===== src/common/accr_defs.vh =====
// Register map, field positions and reset values of the calibration control registers.
`ifndef ACCR_DEFS_VH
`define ACCR_DEFS_VH

// Register indices as printed; the byte address is four times the index.
`define ACCR_IDX_ENABLE        8'h61
`define ACCR_IDX_CFG_PRIMARY   8'h62
`define ACCR_IDX_CFG_SECONDARY 8'h65
`define ACCR_IDX_AVERAGING     8'h68
`define ACCR_IDX_STATUS        8'h6a
`define ACCR_IDX_LINK          8'h70

// Reset values.
`define ACCR_RST_ENABLE        8'h01
`define ACCR_RST_CFG_PRIMARY   8'h01
`define ACCR_RST_CFG_SECONDARY 8'h01
`define ACCR_RST_AVERAGING     8'h61
`define ACCR_RST_LINK          8'h00
`define ACCR_RST_FG_EN         1'b1
`define ACCR_RST_OFFSET_AVERAGING_LEVEL        3'h6
`define ACCR_RST_LIN_AVG       3'h1

// Field positions.
`define ACCR_BIT_RUN           0
`define ACCR_BIT_FG            0
`define ACCR_BIT_BG            1
`define ACCR_BIT_FG_OS         2
`define ACCR_BIT_BG_OS         3
`define ACCR_BIT_OFFSET_REFERENCE_SELECT         2
`define ACCR_BIT_LINK          0
`define ACCR_BIT_FOREGROUND_DONE_FLAG       0
`define ACCR_OFFSET_AVERAGING_LEVEL_HI         6
`define ACCR_OFFSET_AVERAGING_LEVEL_LO         4
`define ACCR_LIN_AVG_HI        2
`define ACCR_LIN_AVG_LO        0

// Byte address fields: the word index and the top bits that must be zero.
`define ACCR_ADDR_IDX_HI       9
`define ACCR_ADDR_IDX_LO       2
`define ACCR_ADDR_TOP_HI       11
`define ACCR_ADDR_TOP_LO       10
`define ACCR_ADDR_TOP_NONE     2'b00

// AXI responses.
`define ACCR_RESP_OKAY         2'b00
`define ACCR_RESP_SLVERR       2'b10

`endif


===== src/design/accr_regs.v =====
// AXI4-Lite register bank that steers the converter calibration engine.
// How it works
// [RL1] Calibration runs while the run enable bit, bit 0, reset 1, is high.
// [RL2] Run enable low holds the calibration engine in reset for reprogramming.
// [RL3] Run enable low also resets the processing and link clock dividers.
// [RL4] Software clears run enable before changing settings, then sets it to rerun.
// [RL5] Software raises run enable before link enable, lowers link enable first.
// [RL6] Software writes reserved fields with their reset values.
// [RL7] Bit 3 enables background offset calibration, only with background enabled.
// [RL8] Bit 2 enables foreground offset calibration, only with foreground enabled.
// [RL9] Bit 1 enables background calibration, reset 0.
// [RL10] Bit 0 resets values then runs foreground calibration; 0 skips it.
// [RL11] Offset reference 0 calibrates offsets to mid-code, zero offset.
// [RL12] Offset reference 1 matches primary offsets to the spare converter.
// [RL13] Software selects offset reference 1 only with background calibration on; offset_reference_select is copied out without that gate.
// [RL14] Bits 6:4 of averaging select offset averaging, reset 6.
// [RL15] Bits 2:0 of averaging select linearity averaging, reset 1.
// [RL16] Foreground done flag rises once foreground calibration completed or skipped.
// [RL17] Settings persist across run enable changes, take effect at next run.

// Only byte lane 0 of a write carries register data; the upper lanes are ignored
// and read back as zero. Reserved bits are stored as written, so software that
// keeps to the reserved-value rule reads back exactly what it wrote.
// Engine settings are copied out only while the run enable is low. This trades a
// little latency for a guarantee that the engine never sees a half-changed setup.
`timescale 1ns/1ps
`include "accr_defs.vh"

module accr_regs #(
  parameter FG_CAL_CYCLES = 16
) (
  input  wire        aclk,
  input  wire        aresetn,
  input  wire [11:0] s_axi_awaddr,
  input  wire        s_axi_awvalid,
  output reg         s_axi_awready,
  input  wire [31:0] s_axi_wdata,
  input  wire [3:0]  s_axi_wstrb,
  input  wire        s_axi_wvalid,
  output reg         s_axi_wready,
  output reg  [1:0]  s_axi_bresp,
  output reg         s_axi_bvalid,
  input  wire        s_axi_bready,
  input  wire [11:0] s_axi_araddr,
  input  wire        s_axi_arvalid,
  output reg         s_axi_arready,
  output reg  [31:0] s_axi_rdata,
  output reg  [1:0]  s_axi_rresp,
  output reg         s_axi_rvalid,
  input  wire        s_axi_rready,
  output reg         cal_engine_reset_n,
  output reg         divider_reset_n,
  output reg         serial_link_enable,
  output reg         foreground_cal_enable,
  output reg         background_cal_enable,
  output reg         foreground_offset_cal_enable,
  output reg         background_offset_cal_enable,
  output reg         offset_reference_select,
  output reg  [2:0]  offset_averaging_level,
  output reg  [2:0]  linearity_averaging_level,
  output reg         foreground_done_flag
);

  ////////////////////////////////////////////////////////////////////////////
  // Storage and decode helpers.

  reg  [7:0]  calibration_enable;
  reg  [7:0]  calibration_config_primary;
  reg  [7:0]  calibration_config_secondary;
  reg  [7:0]  calibration_averaging;
  reg  [7:0]  link_control;
  reg  [11:0] wr_addr;
  reg  [31:0] wr_data;
  reg  [3:0]  wr_strb;
  reg         have_aw;
  reg         have_w;
  reg  [15:0] fg_count;
  reg         fg_running;
  reg  [31:0] next_rdata;
  reg         next_rhit;
  wire        do_write;
  wire        run;
  wire [7:0]  wbyte;

  // Last count of a foreground run; a zero-length run would wrap, so the
  // parameter must stay at one or more.
  localparam [15:0] FG_LAST = FG_CAL_CYCLES[15:0] - 16'h0001;

  // Word index from a byte address; the low two bits are ignored.
  function [7:0] word_index;
    input [11:0] addr;
    begin
      word_index = addr[`ACCR_ADDR_IDX_HI:`ACCR_ADDR_IDX_LO];
    end
  endfunction

  // True when the address lands on the given register index.
  function hit;
    input [11:0] addr;
    input [7:0]  idx;
    begin
      hit = (addr[`ACCR_ADDR_TOP_HI:`ACCR_ADDR_TOP_LO] == `ACCR_ADDR_TOP_NONE) &&
            (word_index(addr) == idx);
    end
  endfunction

  // True when the address lands on any implemented register.
  function is_mapped;
    input [11:0] addr;
    begin
      is_mapped = hit(addr, `ACCR_IDX_ENABLE) ||
                  hit(addr, `ACCR_IDX_CFG_PRIMARY) ||
                  hit(addr, `ACCR_IDX_CFG_SECONDARY) ||
                  hit(addr, `ACCR_IDX_AVERAGING) ||
                  hit(addr, `ACCR_IDX_STATUS) ||
                  hit(addr, `ACCR_IDX_LINK);
    end
  endfunction

  // A write fires only with both halves in and no response still waiting, so a
  // slow master can never lose a response.
  assign run      = calibration_enable[`ACCR_BIT_RUN];
  assign do_write = have_aw && have_w && !s_axi_bvalid;
  assign wbyte    = wr_strb[0] ? wr_data[7:0] : 8'h00;

  ////////////////////////////////////////////////////////////////////////////
  // Write channel: address and data are caught in either order.
  // Each ready is a one-cycle pulse raised the cycle after its valid is seen, so
  // a held valid is never taken twice. The response is raised once both halves
  // are in and stands until the master takes it; a new write waits for that.

  always @(posedge aclk) begin
    if (!aresetn) begin
      have_aw       <= 1'b0;
      have_w        <= 1'b0;
      wr_addr       <= 12'h000;
      wr_data       <= 32'h0000_0000;
      wr_strb       <= 4'h0;
      s_axi_awready <= 1'b0;
      s_axi_wready  <= 1'b0;
      s_axi_bvalid  <= 1'b0;
      s_axi_bresp   <= `ACCR_RESP_OKAY;
    end else begin
      s_axi_awready <= !have_aw && !s_axi_awready && s_axi_awvalid;
      s_axi_wready  <= !have_w && !s_axi_wready && s_axi_wvalid;
      if (s_axi_awvalid && s_axi_awready) begin
        have_aw <= 1'b1;
        wr_addr <= s_axi_awaddr;
      end
      if (s_axi_wvalid && s_axi_wready) begin
        have_w  <= 1'b1;
        wr_data <= s_axi_wdata;
        wr_strb <= s_axi_wstrb;
      end
      // The register lands in the same cycle as the response is raised.
      if (do_write) begin
        have_aw      <= 1'b0;
        have_w       <= 1'b0;
        s_axi_bvalid <= 1'b1;
        // Unmapped addresses answer with an error and change nothing.
        s_axi_bresp  <= is_mapped(wr_addr) ? `ACCR_RESP_OKAY : `ACCR_RESP_SLVERR;
      end else if (s_axi_bvalid && s_axi_bready) begin
        s_axi_bvalid <= 1'b0;
      end
    end
  end

  ////////////////////////////////////////////////////////////////////////////
  // Register storage. Only byte lane 0 carries data; a write without it keeps
  // the old value. Stored fields survive any run enable change. [RL17]
  // Writes to the status word are dropped here, since the done flag is driven
  // only by the foreground sequence below.

  always @(posedge aclk) begin
    if (!aresetn) begin
      calibration_enable           <= `ACCR_RST_ENABLE;          // [RL1]
      calibration_config_primary   <= `ACCR_RST_CFG_PRIMARY;
      calibration_config_secondary <= `ACCR_RST_CFG_SECONDARY;
      calibration_averaging        <= `ACCR_RST_AVERAGING;       // [RL14] [RL15]
      link_control                 <= `ACCR_RST_LINK;
    end else if (do_write && wr_strb[0]) begin
      if (hit(wr_addr, `ACCR_IDX_ENABLE))
        calibration_enable <= wbyte;
      if (hit(wr_addr, `ACCR_IDX_CFG_PRIMARY))
        calibration_config_primary <= wbyte;
      if (hit(wr_addr, `ACCR_IDX_CFG_SECONDARY))
        calibration_config_secondary <= wbyte;
      if (hit(wr_addr, `ACCR_IDX_AVERAGING))
        calibration_averaging <= wbyte;
      if (hit(wr_addr, `ACCR_IDX_LINK))
        link_control <= wbyte;
    end
  end

  ////////////////////////////////////////////////////////////////////////////
  // Engine controls. Settings are latched into the engine only while the run
  // enable is low, so a change made mid-run waits for the next run. [RL17]
  // The engine leaves reset one cycle after the run enable rises, so the copied
  // settings are already settled when it starts.

  always @(posedge aclk) begin
    if (!aresetn) begin
      cal_engine_reset_n           <= 1'b0;
      divider_reset_n              <= 1'b0;
      serial_link_enable           <= 1'b0;
      foreground_cal_enable        <= `ACCR_RST_FG_EN;
      background_cal_enable        <= 1'b0;
      foreground_offset_cal_enable <= 1'b0;
      background_offset_cal_enable <= 1'b0;
      offset_reference_select      <= 1'b0;
      offset_averaging_level       <= `ACCR_RST_OFFSET_AVERAGING_LEVEL;
      linearity_averaging_level    <= `ACCR_RST_LIN_AVG;
    end else begin
      cal_engine_reset_n <= run;                                  // [RL1] [RL2]
      divider_reset_n    <= run;                                  // [RL3]
      // The link is gated by run so a wrong software order cannot clock it dead.
      serial_link_enable <= run && link_control[`ACCR_BIT_LINK];  // [RL5]
      if (!run) begin
        foreground_cal_enable <= calibration_config_primary[`ACCR_BIT_FG];    // [RL10]
        background_cal_enable <= calibration_config_primary[`ACCR_BIT_BG];    // [RL9]
        foreground_offset_cal_enable <= calibration_config_primary[`ACCR_BIT_FG_OS] &&
                                        calibration_config_primary[`ACCR_BIT_FG]; // [RL8]
        background_offset_cal_enable <= calibration_config_primary[`ACCR_BIT_BG_OS] &&
                                        calibration_config_primary[`ACCR_BIT_BG]; // [RL7]
        // Select 0 aims at mid-code, 1 follows the spare converter. [RL11] [RL12]
        offset_reference_select <= calibration_config_secondary[`ACCR_BIT_OFFSET_REFERENCE_SELECT];
        offset_averaging_level <=
          calibration_averaging[`ACCR_OFFSET_AVERAGING_LEVEL_HI:`ACCR_OFFSET_AVERAGING_LEVEL_LO];            // [RL14]
        linearity_averaging_level <=
          calibration_averaging[`ACCR_LIN_AVG_HI:`ACCR_LIN_AVG_LO];          // [RL15]
      end
    end
  end

  ////////////////////////////////////////////////////////////////////////////
  // Foreground sequence: values reset, then a fixed-length run or a skip.
  // The done flag drops whenever the engine is held, so a stale done from an
  // earlier run can never be read after a rerun is requested.

  always @(posedge aclk) begin
    if (!aresetn) begin
      fg_running           <= 1'b0;
      fg_count             <= 16'h0000;
      foreground_done_flag <= 1'b0;
    end else if (!cal_engine_reset_n) begin
      fg_running           <= 1'b1;
      fg_count             <= 16'h0000;
      foreground_done_flag <= 1'b0;
    end else if (fg_running) begin
      // A skipped run still passes through here once, so done always follows
      // the engine release by at least one cycle.
      if (!foreground_cal_enable || fg_count == FG_LAST) begin
        fg_running           <= 1'b0;
        foreground_done_flag <= 1'b1;                              // [RL16] [RL10]
      end else begin
        fg_count <= fg_count + 16'h0001;
      end
    end
  end

  ////////////////////////////////////////////////////////////////////////////
  // Read channel, one read at a time.
  // The read data is captured with the address handshake, so it is a snapshot
  // and does not follow the register while rvalid waits for rready. Unmapped
  // reads return zero with an error response.

  always @* begin
    next_rdata = 32'h0000_0000;
    next_rhit  = 1'b1;
    if (hit(s_axi_araddr, `ACCR_IDX_ENABLE))
      next_rdata[7:0] = calibration_enable;
    else if (hit(s_axi_araddr, `ACCR_IDX_CFG_PRIMARY))
      next_rdata[7:0] = calibration_config_primary;
    else if (hit(s_axi_araddr, `ACCR_IDX_CFG_SECONDARY))
      next_rdata[7:0] = calibration_config_secondary;
    else if (hit(s_axi_araddr, `ACCR_IDX_AVERAGING))
      next_rdata[7:0] = calibration_averaging;
    else if (hit(s_axi_araddr, `ACCR_IDX_STATUS))
      next_rdata[`ACCR_BIT_FOREGROUND_DONE_FLAG] = foreground_done_flag;
    else if (hit(s_axi_araddr, `ACCR_IDX_LINK))
      next_rdata[7:0] = link_control;
    else
      next_rhit = 1'b0;
  end

  always @(posedge aclk) begin
    if (!aresetn) begin
      s_axi_arready <= 1'b0;
      s_axi_rvalid  <= 1'b0;
      s_axi_rdata   <= 32'h0000_0000;
      s_axi_rresp   <= `ACCR_RESP_OKAY;
    end else begin
      s_axi_arready <= !s_axi_arready && !s_axi_rvalid && s_axi_arvalid;
      if (s_axi_arvalid && s_axi_arready) begin
        s_axi_rvalid <= 1'b1;
        s_axi_rdata  <= next_rdata;
        s_axi_rresp  <= next_rhit ? `ACCR_RESP_OKAY : `ACCR_RESP_SLVERR;
      end else if (s_axi_rvalid && s_axi_rready) begin
        s_axi_rvalid <= 1'b0;
      end
    end
  end

endmodule


===== config.mk =====
export PLATFORM = sky130hd
export DESIGN_NAME = accr_regs
export DESIGN_NICKNAME = d
export VERILOG_FILES = /design/src/design/accr_regs.v
export VERILOG_INCLUDE_DIRS = /design/src /design/src/common
export SDC_FILE = /design/constraint.sdc
export NUM_CORES = 1
export LEC_CHECK = 0
export ABC_CLOCK_PERIOD_IN_PS = 2300
export BUFFER_PORTS_ARGS = -buffer_cell sky130_fd_sc_hd__buf_2
export CAP_MARGIN = 15
export CORE_MARGIN = 5
export CORE_UTILIZATION = 35
export CTS_CLUSTER_DIAMETER = 150
export DETAILED_ROUTE_END_ITERATION = 7
export SETUP_SLACK_MARGIN = 0.5
export SKIP_CTS_REPAIR_TIMING = 1
export SLEW_MARGIN = 30
export SYNTH_ARGS = -nofsm -noshare
export SYNTH_HDL_FRONTEND = slang
export SYNTH_SLANG_ARGS = --single-unit

===== constraint.sdc =====
create_clock -name aclk -period 2.3 [get_ports aclk]
set_clock_uncertainty 0.1 [all_clocks]
set_input_delay 0.46 -clock aclk [delete_from_list [all_inputs] [get_ports aclk]]
set_output_delay 0.46 -clock aclk [all_outputs]
set_load 0.005 [all_outputs]

==> Word-level counts from Yosys, hierarchy flattened <==
Cells that the tools add are included.
{ "op_classes": {"addsub": 1, "mul": 0, "div_mod_pow": 0, "magnitude_cmp": 0, "eq_ne": 13, "shifts": 0, "muxes": 23, "bitwise_logic": 2, "n_reduce_logical": 56} }
{ "ops": {"columns": ["cell", "count"], "rows": [
  ["8-bit by 7-bit == test with 1-bit output (second input constant)", 12],
  ["8-bit two-way mux", 6],
  ["1-bit logical AND", 29],
  ["16-bit by 1-bit adder with 16-bit output (second input constant)", 1],
  ["16-bit by 4-bit == test with 1-bit output (second input constant)", 1],
  ["2-bit AND reduction", 8],
  ["1-bit two-way mux", 14],
  ["1-bit zero test", 8],
  ["7-bit two-way mux", 1],
  ["1-bit logical OR", 6],
  ["2-bit zero test", 2],
  ["2-bit two-way mux", 2],
  ["2-bit nonzero test", 2],
  ["1-bit NOT", 2],
  ["2-bit OR reduction", 1]
]} }
{ "word_totals": {"register_bits": 111, "latchBits": 0, "ram_bits": 0, "mem_bits_ro": 0, "inputBits": 67, "out_inout_bits": 56, "word_cells": 125, "mem_count": 0} }

==> Logic depth before layout (Yosys ltp) <==
{ "logic_depth": {"depth_word": 9, "mapped_depth": 7, "depth_no_buf": 5} }

==> Least setup slack after synthesis <==
Ideal clock, no wire load.
{ "synth_path": {"path_type": "input-to-reg", "from": "in s_axi_araddr[11]", "to": "reg s_axi_rdata[2]", "setup_time_ns": 0.087, "arrival_ns": 1.670, "t_required_ns": 2.113, "setup_slack_ns": 0.443, "cell_stages": 5, "path_buffers": 1, "path_cell_list": "or2_1 -> buf_2 -> or4b_1 -> o211a_1 -> o31ai_1"} }
{ "synth_via": {"elab_chain_cells": 8, "word_cells_on_any_way": 13, "classes_between": "mux (6); reduce/logical (7)"} }
{ "synth_rtl": {"columns": ["item", "line", "text"], "rows": [
  ["start: declaration", "accr_regs.v:44", "input wire [11:0] s_axi_araddr,"],
  ["2-bit zero test (no line) *", null, null],
  ["1-bit logical AND", "accr_regs.v:102", "hit = (addr[`ACCR_ADDR_TOP_HI:`ACCR_ADDR_TOP_LO] == `ACCR_ADDR_TOP_NONE) &&"],
  ["8-bit two-way mux", "accr_regs.v:280", "else if (hit(s_axi_araddr, `ACCR_IDX_LINK))"],
  ["7-bit two-way mux", "accr_regs.v:278", "else if (hit(s_axi_araddr, `ACCR_IDX_STATUS))"],
  ["8-bit two-way mux", "accr_regs.v:276", "else if (hit(s_axi_araddr, `ACCR_IDX_AVERAGING))"],
  ["8-bit two-way mux", "accr_regs.v:274", "else if (hit(s_axi_araddr, `ACCR_IDX_CFG_SECONDARY))"],
  ["8-bit two-way mux", "accr_regs.v:272", "else if (hit(s_axi_araddr, `ACCR_IDX_CFG_PRIMARY))"],
  ["8-bit two-way mux *", "accr_regs.v:270", "if (hit(s_axi_araddr, `ACCR_IDX_ENABLE))"],
  ["end signal: assignment", "accr_regs.v:296", "s_axi_rdata <= next_rdata;"],
  ["end: declaration", "accr_regs.v:47", "output reg [31:0] s_axi_rdata,"]
]} }
Mark *: on every way between the ends. The rest lies on a longest branch, timed or not.
A chain may end at the register's enable or synchronous reset.

==> Worst setup path in the final report <==
{ "layout_path": {"from": "reg s_axi_bvalid", "to": "reg calibration_enable[3]"} }
{ "layout_via": {"elab_chain_cells": 4} }
{ "layout_rtl": {"columns": ["item", "line", "text"], "rows": [
  ["start: declaration", "accr_regs.v:42", "output reg s_axi_bvalid,"],
  ["start signal: assignment", "accr_regs.v:141", "s_axi_bvalid <= 1'b0;"],
  ["start signal: assignment", "accr_regs.v:159", "s_axi_bvalid <= 1'b1;"],
  ["start signal: assignment", "accr_regs.v:163", "s_axi_bvalid <= 1'b0;"],
  ["1-bit zero test", "accr_regs.v:123", "assign do_write = have_aw && have_w && !s_axi_bvalid;"],
  ["1-bit logical AND", "accr_regs.v:123", null],
  ["1-bit logical AND", "accr_regs.v:181", "end else if (do_write && wr_strb[0]) begin"],
  ["2-bit AND reduction (no line)", null, null],
  ["end signal: assignment", "accr_regs.v:176", "calibration_enable <= `ACCR_RST_ENABLE;"],
  ["end signal: assignment", "accr_regs.v:183", "calibration_enable <= wbyte;"],
  ["end: declaration", "accr_regs.v:67", "reg [7:0] calibration_enable;"]
]} }
No other way between the ends.

==> metrics <==
run status completed; multiplexer share of the synthesized area between 10% and 20%; num rows 43; Post-Synth Simple-Gate Area approximately a quarter; Critical Path AT 1.90 ns; worst slew pin tran 0.8257 ns; Netlist cell types between 60 and 70; cells along the critical path and3b_2 > nand4_4 > or4_4 > mux2i_1; cts bufs inserted 9; number of synthesized flops with an enable pin 0; depth of the CTS H-tree 3; first-pass GRT wire length 19970 um; clock transition at the registers of the reported paths 0.07 ns; Placer Congestion 0.8398; #FFs+latches synth 107; Peak VDD IR 0.4000 mV; Slowest cell on crit path or4_4; critical path data required time 2.42 ns; final setup fails 0; vias in the first global route 3977; Mapped Area 4926 sq um; Antenna Nets Post-Route 0; dominant synthesized flop cell dfxtp_1; FILL cells roughly 1400; CP top delay family simple AND/OR/NAND/NOR gates; wire length per cell between 15 and 20 um; synth warn 0; Worst Hold Class in -> reg; Critical Path End Type flip-flop; fin crit share approximately 77%; TritonCTS clock tree built; XOR/XNOR Fraction of Synth Area 0.1778%; LEAKAGE 2.249 nW; HPWL Detailed 8984 um; Area growth syn-to-layout 16.87%; r2r startpoint s_axi_bvalid; Startpoint Class flip-flop; Fmax achieved 562.1 MHz; Clock Tree Buf Depth 2; # diodes 0; gr usage total between 10% and 20%; starting density of the core 35.63%; initial drt markers 322; CP Depth 4; Final Hold Fails 0; worst skew pair latency 0.34 ns; layout cells sized above 1 20.55%; Pins Over Slew Limit 0; R2R setup slack 0.52 ns; CP startpoint s_axi_bvalid; asr flop ratio synth 0%; I/O pin count 123; Crit Path Max Fanout 8; Detailed Route WL 12720 um; Power Density 643.2 nW/um^2; Vias/cell 5.192; largest net degree at the start of global routing 47; port bufs 65; die width ~130 um; Synth Area in Compound Gates between 10% and 20%; CP max stage delay 0.59 ns; max cap viols 0; commonest non-fill, non-tap cell in the layout nand2_1; vias 4169; Final Util 41.63%; WP buf/inv 0; Syn Area/Cell 8.876 sq um; CTS sink cnt roughly 110; RR Endpoint calibration_enable[3]; chip height 128.6 um; DRC viols 0; initial antenna violation count 0; most used cells in the layout excluding fill and tap cells nand2_1, dfxtp_1, buf_2; Fin Setup TNS 0 ns; register area share after synthesis 43.48%; Pre-antenna DRT Iters 4; total core area 13830 sq um; Critical Path Sink calibration_enable[3]; RSZ-0062 raised after global routing true; die area 16550 sq um; fin nets about 700; post-synthesis adder-cell area fraction 0.2540%; Post-Syn Instances 555; FF-to-FF path depth 4; crit path kind reg -> reg; main combinational cell family by area after synthesis simple AND/OR/NAND/NOR gates; GRT overflow 0; Slew HR 44.88%; CTS root buffer clkbuf_16; Period minus WS final 1.779 ns
[area by class of cell]
class | instances | area, sq um | share of cell area (%)
Tap cell | 180 | 225.2 | 3.912
Multi-Input combinational cell | 413 | 2589 | 44.97
Clock buffer | 13 | 270.3 | 4.695
Timing Repair Buffer | 82 | 456.7 | 7.933
Sequential cell | 107 | 2152 | 37.38
Inverter | 5 | 18.77 | 0.3260
Clock inverter | 3 | 45.04 | 0.7824
[power by group]
part	switching (mW)	leakage (nW)	internal, mW
Combinational	0.131	1.23	0.0701
Clock	0.675	0.148	0.935
Sequential	0.0188	0.868	1.87
[cells by family (layout without fill, tap and decap cells)]
kind of cell               Yosys count  after routing
muxes                               50             50
AOI/OAI and AO/OA                  102            102
DFF                                107            107
other                                1             26
buffers and inverters               61            103
xor gates and xnor gates             1              1
adders and majority gates            1              1
and+or+nand+nor                    232            233
[worst reg2reg max path: stages (launching register included)]
cell and delay (ns):
dfxtp_2 0.33, and3b_2 0.30, nand4_4 0.17, or4_4 0.59, mux2i_1 0.17
[how the worst min path moves through the flow]
| stage | depth (start not counted) | slack, ns | start | end |
|---|---|---|---|---|
| 2_1_floorplan | 1 | 0.31 | have_aw | s_axi_awready |
| 3_3_place_gp | 1 | 0.33 | have_aw | s_axi_awready |
| 3_5_place_dp | 1 | 0.33 | have_aw | s_axi_awready |
| 4_1_cts | 3 | 0.24 | s_axi_wvalid | s_axi_wready |
| 5_1_grt | 3 | 0.25 | s_axi_awvalid | s_axi_awready |
| 6_report | 3 | 0.25 | s_axi_awaddr[3] | wr_addr[3] |
[registers in the layout (all words and copies together) (netlist names), 3 cells and up]
register and flops:
linearity_averaging_level 3, fg_count 16, link_control 8, calibration_averaging 8
calibration_config_secondary 8, calibration_enable 8, wr_addr 10, offset_averaging_level 3
s_axi_rdata 8, wr_data 8, calibration_config_primary 8
[cells in the mapped netlist, drive strengths merged (3+ instances only)]
library cell | n | share of area, %
a21oi | 42 | 4.3
a221oi | 4 | 0.71
a31oi | 5 | 0.64
and2 | 12 | 1.5
and3b | 3 | 0.56
and4 | 4 | 0.71
buf | 40 | 5.5
clkbuf | 16 | 1.2
dfxtp | 107 | 43
inv | 5 | 0.38
mux2i | 48 | 9.8
nand2 | 102 | 7.8
nand2b | 6 | 0.76
nand3 | 12 | 1.2
nand4 | 9 | 1.4
nor2 | 29 | 2.2
nor2b | 4 | 0.51
nor3 | 6 | 0.61
nor4 | 5 | 1.5
nor4b | 5 | 0.89
nor4bb | 3 | 0.61
o211a | 4 | 0.81
o21ai | 18 | 1.8
o31ai | 8 | 1.2
o32ai | 4 | 0.71
or2 | 3 | 0.38
or3 | 6 | 0.76
or4 | 9 | 1.5
or4b | 3 | 0.61
[metrics by stage]
| stage | cell area (sq um) | hold WS (ns) | std cells | setup WS [ns] | total power, mW |
|---|---|---|---|---|---|
| finish | 5757 | 0.2493 | 803 | 0.5210 | 3.703 |
| global route | 5757 | 0.2479 | 803 | 0.4177 | 3.838 |
| CTS | 5650 | 0.2435 | 798 | 0.2557 | 3.735 |
| detailed placement | 5335 | 0.3346 | 782 | 0.1930 | 2.134 |
| global placement | 5335 | 0.3301 | 782 | 0.2069 | 2.130 |
| floorplan | 5026 | 0.3113 | 580 | 0.4902 | 2.082 |
[layer usage]
metal	part of all wire (%)	track usage [%]	up-vias
met5	0	0	-
met4	2.1	5.806	0
met3	5.1	2.325	26
met2	47	23.90	125
met1	46	20.63	1959
li1	-	-	2059
(Power assumes the default switching activity.)
